### src/rtl/frg_pkg.sv
/*
  Constants and types shared by the fault record and group command block.
  Assumes a command-level host port: the serial bus layer above decodes
  the command code and hands over one byte at a time with its index.
*/
package frg_pkg;

  // Command codes served by the block
  localparam logic [7:0] CMD_FAULT_RECORD = 8'hEA;
  localparam logic [7:0] CMD_PRESENCE_MAP = 8'hEB;
  localparam logic [7:0] CMD_GROUP_MASK = 8'hF0;
  localparam logic [7:0] CMD_RECORD_CTL = 8'hF3;

  // Block lengths in bytes, as reported on rd_len_out
  localparam logic [5:0] LEN_RECORD = 6'h20;
  localparam logic [5:0] LEN_MAP = 6'h20;
  localparam logic [5:0] LEN_GROUP = 6'h04;
  localparam logic [5:0] LEN_CTL = 6'h02;

  // Low byte index of each record field
  localparam int BY_DUTY = 30;
  localparam int BY_FREQ = 28;
  localparam int BY_TEMP_EXT2 = 26;
  localparam int BY_TEMP_EXT1 = 24;
  localparam int BY_TEMP_INT = 22;
  localparam int BY_STATUS = 16;
  localparam int BY_PEAK_IOUT = 14;
  localparam int BY_IOUT = 12;
  localparam int BY_VOUT = 10;
  localparam int BY_VIN = 8;
  localparam int BY_ALL_FAULTS = 6;
  localparam int BY_FIRST = 5;
  localparam int BY_UPTIME = 1;
  localparam int BY_FLASH = 0;

  // Accumulated fault field bit positions
  localparam int AF_RAIL = 15;
  localparam int AF_GROUP = 14;
  localparam int AF_PEAK_OC = 10;
  localparam int AF_FIRST_OUT_OVERVOLTAGE = 6;
  localparam int AF_FIRST_IN_UNDERVOLTAGE = 2;
  localparam int AF_AVG_OC = 1;

  // First-fault byte bit positions
  localparam int FF_PEAK_OC = 3;
  localparam int FF_AVG_OC = 2;
  localparam int FF_OUT_OV = 1;
  localparam int FF_IN_UV = 0;

  // Record control fields
  localparam int RC_ARMED = 15;
  localparam int RC_ENABLE = 0;
  localparam int RC_ERASE = 1;
  localparam int RC_LOC_LO = 2;
  localparam logic [15:0] RC_WR_MASK = 16'h80DD;
  localparam logic [3:0] RECORDS_ALL = 4'h8;

  // Values after reset
  localparam logic [255:0] PRESENCE_RST = {256{1'b1}};
  localparam logic [31:0] GROUP_RST = 32'h00000000;
  localparam logic [15:0] RC_RST = 16'h0000;

  // Uptime tick: one count per second at the system clock
  localparam int CLK_HZ = 20000000;
  localparam int UPTIME_TICK_S = 1;
  localparam int UPTIME_TICK_CYC = CLK_HZ * UPTIME_TICK_S;

  // Capture sequencer states
  typedef enum logic [0:0] {CAP_IDLE, CAP_WRITE} frg_cap_e;

  // Whole state of the main module
  typedef struct packed {
    logic [255:0] image;
    logic [255:0] rd_buf;
    logic [255:0] presence;
    logic [31:0] group;
    logic [15:0] rec_ctl;
    logic [3:0] avail;
    logic [2:0] wr_ptr;
    frg_cap_e cap;
    logic [15:0] all_faults;
    logic [7:0] first;
    logic [31:0] uptime;
    logic [24:0] tick_cnt;
    logic [7:0] rd_data;
    logic rd_valid;
    logic [5:0] rd_len;
    logic shutdown;
    logic no_retry;
    logic no_ramp;
  } frg_state_s;

endpackage

### src/rtl/frg_mem_if.sv
/*
  Carrier between the record controller and the stored record memory.
  Assumes both ends sit on the same clock.
*/
`timescale 1ns/1ps
interface frg_mem_if #(
  parameter int WIDTH = 256,
  parameter int AW = 3
);
  logic we; // Write strobe, one cycle
  logic [AW-1:0] waddr; // Record slot written
  logic [WIDTH-1:0] wdata; // Record image written
  logic [AW-1:0] raddr; // Record slot read
  logic [WIDTH-1:0] rdata; // Registered read data

  modport ctl (output we, output waddr, output wdata, output raddr,
    input rdata);
  modport mem (input we, input waddr, input wdata, input raddr,
    output rdata);
endinterface

### src/rtl/frg_fault_record_top.sv
/*
  Fault record, parameter presence map and peer fault group block.
  Holds the live record image, stores it on faults, serves the block
  reads and writes of the command layer, and filters peer fault events.
  Assumes all inputs come from logic on clk_sys_in (no synchronisers)
  and that telemetry words are already in their bus formats.
*/
// Overview of operation
// Record read returns exactly 32 bytes
// Live record image refreshed during operation
// Fault copies latest image into store
// Host writes 01h to control before reading
// Bytes 31:22 hold five Linear-11 readings
// Bytes 21:16 hold six status byte copies
// Bytes 15:14 hold highest output current
// Bytes 13:8 hold current, voltage, input
// Fault fields, first fault, uptime, flash
// First-fault byte marks one earliest fault
// Fault field bits 15:8 flag events
// Fault field bits 7:0 flag events
// Presence map 256 bits, ones at reset
// Restore or write clears presence bit
// Group mask 32 bits, resets zero
// Peer fault acted on only if bit set
// Host should not set own rail bit
// Spreading on: shut down, no retries
// Sequencing only: immediate off, no retries
// Both off: ignore peers, stay enabled
// Shared rail down only when all down
// Armed control captures at next fault
// Control bits 4:2 choose stored record
// Image updated as one coherent set
`timescale 1ns/1ps
module frg_fault_record_top
  import frg_pkg::*;
#(
  parameter int RECORDS = 8,
  parameter int SHARE_N = 8,
  parameter int TICK_CYC = frg_pkg::UPTIME_TICK_CYC
) (
  input wire logic clk_sys_in,
  input wire logic resetn_in,
  // Command port from the bus layer
  input wire logic wr_stb_in,
  input wire logic [7:0] wr_code_in,
  input wire logic [4:0] wr_idx_in,
  input wire logic [7:0] wr_data_in,
  input wire logic rd_stb_in,
  input wire logic [7:0] rd_code_in,
  input wire logic [4:0] rd_idx_in,
  output logic [7:0] rd_data_out,
  output logic rd_valid_out,
  output logic [5:0] rd_len_out,
  // Telemetry sample set
  input wire logic sample_stb_in,
  input wire logic [15:0] duty_in,
  input wire logic [15:0] freq_in,
  input wire logic [15:0] temp_ext2_in,
  input wire logic [15:0] temp_ext1_in,
  input wire logic [15:0] temp_int_in,
  input wire logic [47:0] status_bytes_in,
  input wire logic [15:0] peak_iout_in,
  input wire logic [15:0] iout_in,
  input wire logic [15:0] vout_in,
  input wire logic [15:0] vin_in,
  input wire logic [7:0] flash_status_in,
  // Local fault events and their mask
  input wire logic [15:0] fault_evt_in,
  input wire logic [15:0] fault_mask_in,
  input wire logic clear_faults_in,
  // Store restore events
  input wire logic restore_start_in,
  input wire logic restore_stb_in,
  input wire logic [7:0] restore_code_in,
  // Inter-device bus peer fault events and mode
  input wire logic peer_evt_in,
  input wire logic [4:0] peer_id_in,
  input wire logic spread_en_in,
  input wire logic seq_en_in,
  input wire logic rail_enable_in,
  // Current share members
  input wire logic own_off_in,
  input wire logic [SHARE_N-1:0] share_used_in,
  input wire logic [SHARE_N-1:0] share_down_in,
  output logic shutdown_out,
  output logic no_retry_out,
  output logic no_ramp_out,
  output logic rail_down_out
);

  localparam int AW = $clog2(RECORDS);

  frg_state_s st; // Registered state
  frg_state_s next_st; // Next state
  logic [255:0] live; // Image with live fault fields overlaid
  logic [255:0] src; // Block source for a read starting at byte 0
  logic [15:0] evt; // Unmasked local fault events
  logic peer_hit; // Peer event from a listened rail
  logic [15:0] rc_wr; // Control word after a byte write
  logic cap_go; // Armed capture fires on this edge

  frg_mem_if #(.WIDTH(256), .AW(AW)) mem_bus ();

  // Stored record memory
  frg_record_mem #(.WIDTH(256), .DEPTH(RECORDS), .AW(AW)) u_mem (
    .clk_sys_in(clk_sys_in),
    .port(mem_bus)
  );

  // Overlay of fault fields onto the sampled telemetry
  always_comb begin
    live = st.image;
    // fault fields placed
    live[BY_ALL_FAULTS*8 +: 16] = st.all_faults;
    live[BY_FIRST*8 +: 8] = st.first;
    live[BY_UPTIME*8 +: 32] = st.uptime;
    live[BY_FLASH*8 +: 8] = flash_status_in;
  end

  // Memory port drive; the store write lands on the fault edge, straight
  // from the live image, so a block read in flight keeps its frozen copy
  always_comb begin
    // store latest image
    mem_bus.we = cap_go;
    mem_bus.waddr = st.wr_ptr[AW-1:0];
    mem_bus.wdata = live;
    // stored record select
    mem_bus.raddr = st.rec_ctl[RC_LOC_LO +: AW];
  end

  // Combinational terms used by the next-state process
  always_comb begin
    evt = fault_evt_in & ~fault_mask_in;
    // group bit gates peer
    peer_hit = peer_evt_in & st.group[peer_id_in];
    // armed capture on fault
    cap_go = (st.cap == CAP_IDLE) && st.rec_ctl[RC_ARMED] && (|evt) &&
      (st.avail != 4'h0);
    rc_wr = st.rec_ctl;
    if (wr_idx_in == 5'h00) begin
      rc_wr[7:0] = wr_data_in;
    end else begin
      rc_wr[15:8] = wr_data_in;
    end
    rc_wr = (rc_wr & RC_WR_MASK) | {4'h0, st.avail, 8'h00};
    // enable bit selects stored view
    if (st.rec_ctl[RC_ENABLE]) begin
      src = mem_bus.rdata;
    end else begin
      src = live;
    end
  end

  // Next-state logic
  always_comb begin
    next_st = st;
    next_st.rd_valid = 1'b0;
    next_st.shutdown = 1'b0;

    // refresh image on sample
    if (sample_stb_in) begin
      // all fields in one edge
      // Linear-11 readings
      next_st.image[BY_DUTY*8 +: 16] = duty_in;
      next_st.image[BY_FREQ*8 +: 16] = freq_in;
      next_st.image[BY_TEMP_EXT2*8 +: 16] = temp_ext2_in;
      next_st.image[BY_TEMP_EXT1*8 +: 16] = temp_ext1_in;
      next_st.image[BY_TEMP_INT*8 +: 16] = temp_int_in;
      // status bytes, manufacturer high
      next_st.image[BY_STATUS*8 +: 48] = status_bytes_in;
      // highest output current
      next_st.image[BY_PEAK_IOUT*8 +: 16] = peak_iout_in;
      // current, voltage, input
      next_st.image[BY_IOUT*8 +: 16] = iout_in;
      next_st.image[BY_VOUT*8 +: 16] = vout_in;
      next_st.image[BY_VIN*8 +: 16] = vin_in;
    end

    // Uptime counter; a one-cycle enable from the divider
    if (st.tick_cnt == 25'(TICK_CYC - 1)) begin
      next_st.tick_cnt = 25'h0000000;
      next_st.uptime = st.uptime + 32'h00000001;
    end else begin
      next_st.tick_cnt = st.tick_cnt + 25'h0000001;
    end

    // Clear first so that a same-cycle event still lands
    if (clear_faults_in) begin
      next_st.all_faults = 16'h0000;
      next_st.first = 8'h00;
    end
    // upper event flags
    // lower event flags
    next_st.all_faults = next_st.all_faults | evt;
    if (peer_hit) begin
      next_st.all_faults[AF_GROUP] = 1'b1;
    end
    // one earliest fault only
    if (next_st.first == 8'h00) begin
      if (evt[AF_PEAK_OC]) begin
        next_st.first[FF_PEAK_OC] = 1'b1;
      end else if (evt[AF_AVG_OC]) begin
        next_st.first[FF_AVG_OC] = 1'b1;
      end else if (evt[AF_FIRST_OUT_OVERVOLTAGE]) begin
        next_st.first[FF_OUT_OV] = 1'b1;
      end else if (evt[AF_FIRST_IN_UNDERVOLTAGE]) begin
        next_st.first[FF_IN_UV] = 1'b1;
      end
    end

    // Capture sequencer: store write on entry, slot bookkeeping after;
    // a second fault during bookkeeping cannot reuse the same slot
    case (st.cap)
      CAP_IDLE: begin
        // armed capture on fault
        if (cap_go) begin
          next_st.cap = CAP_WRITE;
        end
      end
      CAP_WRITE: begin
        next_st.wr_ptr = st.wr_ptr + 3'h1;
        next_st.avail = st.avail - 4'h1;
        next_st.cap = CAP_IDLE;
      end
      default: begin
        next_st.cap = CAP_IDLE;
      end
    endcase

    // restore start: all absent
    if (restore_start_in) begin
      next_st.presence = PRESENCE_RST;
    end
    // restored value clears bit
    if (restore_stb_in) begin
      next_st.presence[restore_code_in] = 1'b0;
    end

    // Host writes; read-only blocks ignore data
    if (wr_stb_in) begin
      // written command clears bit
      next_st.presence[wr_code_in] = 1'b0;
      if (wr_code_in == CMD_GROUP_MASK && wr_idx_in < 5'h04) begin
        // byte 0 bit 0 is rail 0
        next_st.group[wr_idx_in[1:0]*8 +: 8] = wr_data_in;
      end
      if (wr_code_in == CMD_RECORD_CTL && wr_idx_in < 5'h02) begin
        if (wr_idx_in == 5'h00 && wr_data_in[RC_ERASE]) begin
          // Erase stands alone; other bits of that write are dropped
          next_st.avail = RECORDS_ALL;
          next_st.wr_ptr = 3'h0;
        end else begin
          next_st.rec_ctl = rc_wr;
        end
      end
    end
    next_st.rec_ctl[11:8] = next_st.avail;

    // Host reads; byte 0 of a record or map read freezes the whole block for the transfer
    if (rd_stb_in) begin
      next_st.rd_valid = 1'b1;
      next_st.rd_data = 8'h00;
      next_st.rd_len = 6'h00;
      case (rd_code_in)
        CMD_FAULT_RECORD: begin
          // 32-byte block
          next_st.rd_len = LEN_RECORD;
          if (rd_idx_in == 5'h00) begin
            next_st.rd_buf = src;
          end
          next_st.rd_data = next_st.rd_buf[rd_idx_in*8 +: 8];
        end
        CMD_PRESENCE_MAP: begin
          // 256-bit read-only map
          next_st.rd_len = LEN_MAP;
          if (rd_idx_in == 5'h00) begin
            next_st.rd_buf = st.presence;
          end
          next_st.rd_data = next_st.rd_buf[rd_idx_in*8 +: 8];
        end
        CMD_GROUP_MASK: begin
          next_st.rd_len = LEN_GROUP;
          if (rd_idx_in < 5'h04) begin
            next_st.rd_data = st.group[rd_idx_in[1:0]*8 +: 8];
          end
        end
        CMD_RECORD_CTL: begin
          next_st.rd_len = LEN_CTL;
          if (rd_idx_in == 5'h00) begin
            next_st.rd_data = st.rec_ctl[7:0];
          end else if (rd_idx_in == 5'h01) begin
            next_st.rd_data = st.rec_ctl[15:8];
          end
        end
        default: begin
          // Unserved code: zero length tells the bus layer to refuse
          next_st.rd_len = 6'h00;
        end
      endcase
    end

    // Peer fault response; flags drop once the rail is disabled
    if (!rail_enable_in) begin
      next_st.no_retry = 1'b0;
      next_st.no_ramp = 1'b0;
    end
    if (peer_hit) begin
      if (spread_en_in) begin
        // shut down, no retry
        next_st.shutdown = 1'b1;
        next_st.no_retry = 1'b1;
      end else if (seq_en_in) begin
        // off without ramp-down
        next_st.shutdown = 1'b1;
        next_st.no_retry = 1'b1;
        next_st.no_ramp = 1'b1;
      end
      // both off: no shutdown or flags, only the group fault bit set above
    end
  end

  // State register
  always_ff @(posedge clk_sys_in or negedge resetn_in) begin
    if (!resetn_in) begin
      st <= '0;
      st.cap <= CAP_IDLE;
      st.presence <= PRESENCE_RST;
      // group resets to zero
      st.group <= GROUP_RST;
      st.rec_ctl <= RC_RST | {4'h0, RECORDS_ALL, 8'h00};
      st.avail <= RECORDS_ALL;
    end else begin
      st <= next_st;
    end
  end

  // Outputs
  assign rd_data_out = st.rd_data;
  assign rd_valid_out = st.rd_valid;
  assign rd_len_out = st.rd_len;
  assign shutdown_out = st.shutdown;
  assign no_retry_out = st.no_retry;
  assign no_ramp_out = st.no_ramp;
  // all sharing members down
  assign rail_down_out = own_off_in & (&(share_down_in | ~share_used_in));

endmodule

### src/rtl/frg_record_mem.sv
/*
  Nonvolatile record store model: a small array of fault records with a
  registered read port. Assumes the writer never writes and reads the
  same slot in one cycle with any need for the new data.
*/
`timescale 1ns/1ps
module frg_record_mem #(
  parameter int WIDTH = 256,
  parameter int DEPTH = 8,
  parameter int AW = 3
) (
  input wire logic clk_sys_in,
  frg_mem_if.mem port
);
  // Record array; no reset, contents are undefined until written
  logic [WIDTH-1:0] mem [DEPTH];

  // Write and registered read in one process
  always_ff @(posedge clk_sys_in) begin
    if (port.we) begin
      mem[port.waddr] <= port.wdata;
    end
    port.rdata <= mem[port.raddr];
  end
endmodule

### config.mk
export PLATFORM = sky130hd
export DESIGN_NAME = frg_fault_record_top
export DESIGN_NICKNAME = d
export VERILOG_FILES = /design/src/rtl/frg_pkg.sv /design/src/rtl/frg_mem_if.sv /design/src/rtl/frg_fault_record_top.sv /design/src/rtl/frg_record_mem.sv
export SDC_FILE = /design/constraint.sdc
export NUM_CORES = 2
export LEC_CHECK = 0
export ABC_AREA = 1
export ABC_CLOCK_PERIOD_IN_PS = 23100
export BUFFER_PORTS_ARGS = -buffer_cell sky130_fd_sc_hd__buf_2
export CAP_MARGIN = 30
export CORE_ASPECT_RATIO = 2
export CORE_MARGIN = 2
export CORE_UTILIZATION = 45
export DETAILED_ROUTE_END_ITERATION = 6
export GPL_TIMING_DRIVEN = 1
export PLACE_DENSITY = 0.63
export SLEW_MARGIN = 20
export SYNTH_ARGS = -nofsm -noshare
export SYNTH_HDL_FRONTEND = slang
export SYNTH_SLANG_ARGS = --single-unit
export TNS_END_PERCENT = 100
### constraint.sdc
create_clock -name clk_sys_in -period 23.1 [get_ports clk_sys_in]
set_input_delay 0 -clock clk_sys_in [delete_from_list [all_inputs] [get_ports clk_sys_in]]
set_output_delay 0 -clock clk_sys_in [all_outputs]
set_load 0.02 [all_outputs]
==> qor.yml <==
outcome: "finished, final reports clean"
ioPinCount: 327
drv_cap: 0
fmax_mhz: 169
ant_nets: 0
clkSinkCount: 3151
drive_above_1_share_pct: 12.0
syn_area_per_cell_um2: 10.8
hold_depth: 4
finalCriticalPeriod_ns: 5.91
vias: 99500
clockBufferDepth: 4
leakage_nw: 56.4
cp_max_fo: 52
cts_tree: "done"
syn2layout_area_growth_pct: 16.3
fin_nets: 13000
fin_ws_ns: 17.19
r2r_cells: 10
relSlewSlack_pct: 25.7
critPathRequiredTime_ns: 23.60
worstMarginPinSlew_ns: 1.11
grt_overflow: 0
min_path_type: "primary input to flop"
drc: 0
grt_max_degree: 219
antenna_found_initial: 31
drv_slew: 0
post-cts-setup-buffer-count: 0
cts.root.buffer_cell: "clkbuf_16"
finalSetupTns_ns: 0
start_util_pct: 45.2
drt_iter0_drc: 10800
finClkSkew_ns: 0.0662
gp_congestion: 0.962
fill_cells: 24800
dr.pass1.iters: 7
hold_viol_final: 0
grt_pass1_vias: 97000
cts_hold_buf: 623
setup_viol: 0
portBuffers: 323
routedWlPerCell_um: 26.5
vias_per_cell: 5.95
cts.clk_slew.worst_paths_ns: 0.07
p_per_area_nw_per_um2: 77.4
place_ws_ns: 17.75
dpl.hpwl_um: 259000
ctsResizeCount: 0
row_count: 278
grt_setup_unrepaired: "no"
synth-seq-cells: 3151
die_w_um: 383
die-area_um2: 292000
cts_buffers: 286
synth.yosys.warnings: 0
clk_latency_ns: 0.91
endpoint_kind: "flop"
cp_data_arrival_time_ns: 6.41
syn_area_um2: 130000
ys_seq_area_share_pct: 68.0
yosysUniqueCellTypes: 52
period_share_pct: 25.6
synth_cells: 12000
grt_pass1_wl_um: 645000
startpoint_type: "primary input"
grt_usage_pct: 29.6
die_h_um: 763
core_um2: 287000
wirelength_um: 442000
htreeDepth: 5
irDropWorstVdd_mv: 0.0642
critPathKind: "primary input to flop"
worst max-delay path, stage by stage:
cell	delay, ns
dlygate4sd3_1	0.52
buf_2	0.12
dlygate4sd3_1	0.55
nor2_1	0.11
dlygate4sd3_1	0.57
inv_1	0.08
nand2_1	0.16
nor4_4	0.08
buf_6	0.17
a21oi_1	0.27
nand2_1	0.31
nor2_4	0.77
buf_4	0.89
buf_4	0.81
buf_4	0.74
layout make-up:
type	instances	area, um2	share of cell area [%]
Antenna cell	21	52.6	0.0349
Clock buffer	388	7960	5.29
Clock inverter	132	1460	0.969
Inverter	337	1300	0.865
Multi-Input combinational cell	7721	36800	24.4
Sequential cell	3151	88200	58.5
Tap cell	3780	4730	3.14
Timing Repair Buffer	1173	10200	6.76
per-stage QoR:
step	cells	hold WS (ns)	area [um2]	utilization [%]	power, mW
4_1_cts	16700	0.00275	150000	52.4	11.7
5_1_grt	16700	0.0553	151000	52.5	12.0
3_5_place_dp	15500	0.0370	135000	46.9	6.78
2_1_floorplan	12100	-0.296	130000	-	6.49
3_3_place_gp	15500	0.0291	134000	46.8	6.76
6_report	16700	0.0386	151000	52.6	11.7
sequential cells by signal, summed over array words and instances (netlist names), named ones only:
name / count
live: 248
u_mem.mem: 2048
shutdown_out: 1
st: 542
rd_data_out: 8
rd_len_out: 3
u_mem.port.rdata: 256
no_retry_out: 1
mem_bus.waddr: 3
rd_valid_out: 1
no_ramp_out: 1
layer usage:
metal,part of all wire [%],global-route usage (%),vias up
met3,9.0,5.53,1318
met4,7.3,18.8,20
met5,0.026,0,-
met2,46,46.6,5408
li1,-,-,43400
met1,38,37.6,49300
path summary, 6_finish.rpt:
path / start / end / slack, ns
setup / recovery: fault_mask_in[10] / u_mem.mem[3][235] / 17.19
hold / removal: temp_int_in[7] / live[183] / 0.04
setup reg to reg: st[115] / u_mem.mem[3][235] / 17.85
hold reg to reg: st[18] / st[18] / 0.47
max in group asynchronous: resetn_in / rd_data_out[3] / 19.08
min in group asynchronous: resetn_in / live[119] / 0.36
report_power, final:
group | internal, mW | switching, mW
Clock | 2.74 | 2.15
Sequential | 6.11 | 0.105
Combinational | 0.193 | 0.362
cells in the mapped netlist, drive strengths merged:
| master | number | area share (%) |
|---|---|---|
| nor2 | 2204 | 6.4 |
| edfxtp | 2048 | 47 |
| nand2 | 1571 | 4.6 |
| o21ai | 1516 | 5.9 |
| nand3 | 807 | 3.1 |
| dfrtp | 590 | 11 |
| clkbuf | 527 | 1.5 |
| o22ai | 497 | 2.4 |
| inv | 334 | 0.97 |
| buf | 314 | 1.2 |
| a21oi | 265 | 1.0 |
| a31oi | 261 | 1.3 |
| dfstp | 257 | 5.2 |
| dfxtp | 256 | 4.0 |
| or2 | 186 | 0.90 |
| mux2 | 84 | 0.73 |
| nand3b | 82 | 0.48 |
| o21a | 70 | 0.41 |
| o211ai | 33 | 0.19 |
| xor2 | 31 | 0.21 |
| nor3 | 29 | 0.13 |
| a221oi | 25 | 0.17 |
| nand4 | 14 | 0.072 |
| ha | 9 | 0.087 |
| nor4 | 8 | 0.043 |
| xnor2 | 6 | 0.041 |
| a211oi | 5 | 0.029 |
| o221ai | 5 | 0.034 |
| o31ai | 4 | 0.023 |
| clkinv | 3 | 0.0087 |
| a22oi | 2 | 0.012 |
| a311oi | 1 | 0.0068 |
| conb | 1 | 0.0029 |
| o2111ai | 1 | 0.0068 |
| o211a | 1 | 0.0077 |
| o41ai | 1 | 0.0068 |
cell usage in the layout, fill, tap and decap left out, drive strengths merged, types with 21 or more instances in the layout:
cell	instances
buf	550
dfxtp	256
o21a	70
dlygate4sd3	622
a221oi	25
xor2	31
o21ai	1516
bufinv	27
nand3	807
o22ai	497
dfrtp	590
nand3b	82
nor2	2204
diode	21
mux2	84
nor3	29
clkbuf	389
edfxtp	2048
a31oi	261
clkinv	81
o211ai	33
inv	344
a21oi	265
dfstp	257
or2	186
nand2	1571
logic make-up after synthesis:
family / share of synthesized area (%)
XOR/XNOR: 0.250
multiplexers: 0.730
other: 0.00289
buffers and inverters: 3.73
adder cells (fa/ha/maj): 0.0869
flip-flops: 68.0
AO/OA/AOI/OAI: 11.4
AND/OR/NAND/NOR: 15.7
Power figures use the tool's default switching activity.
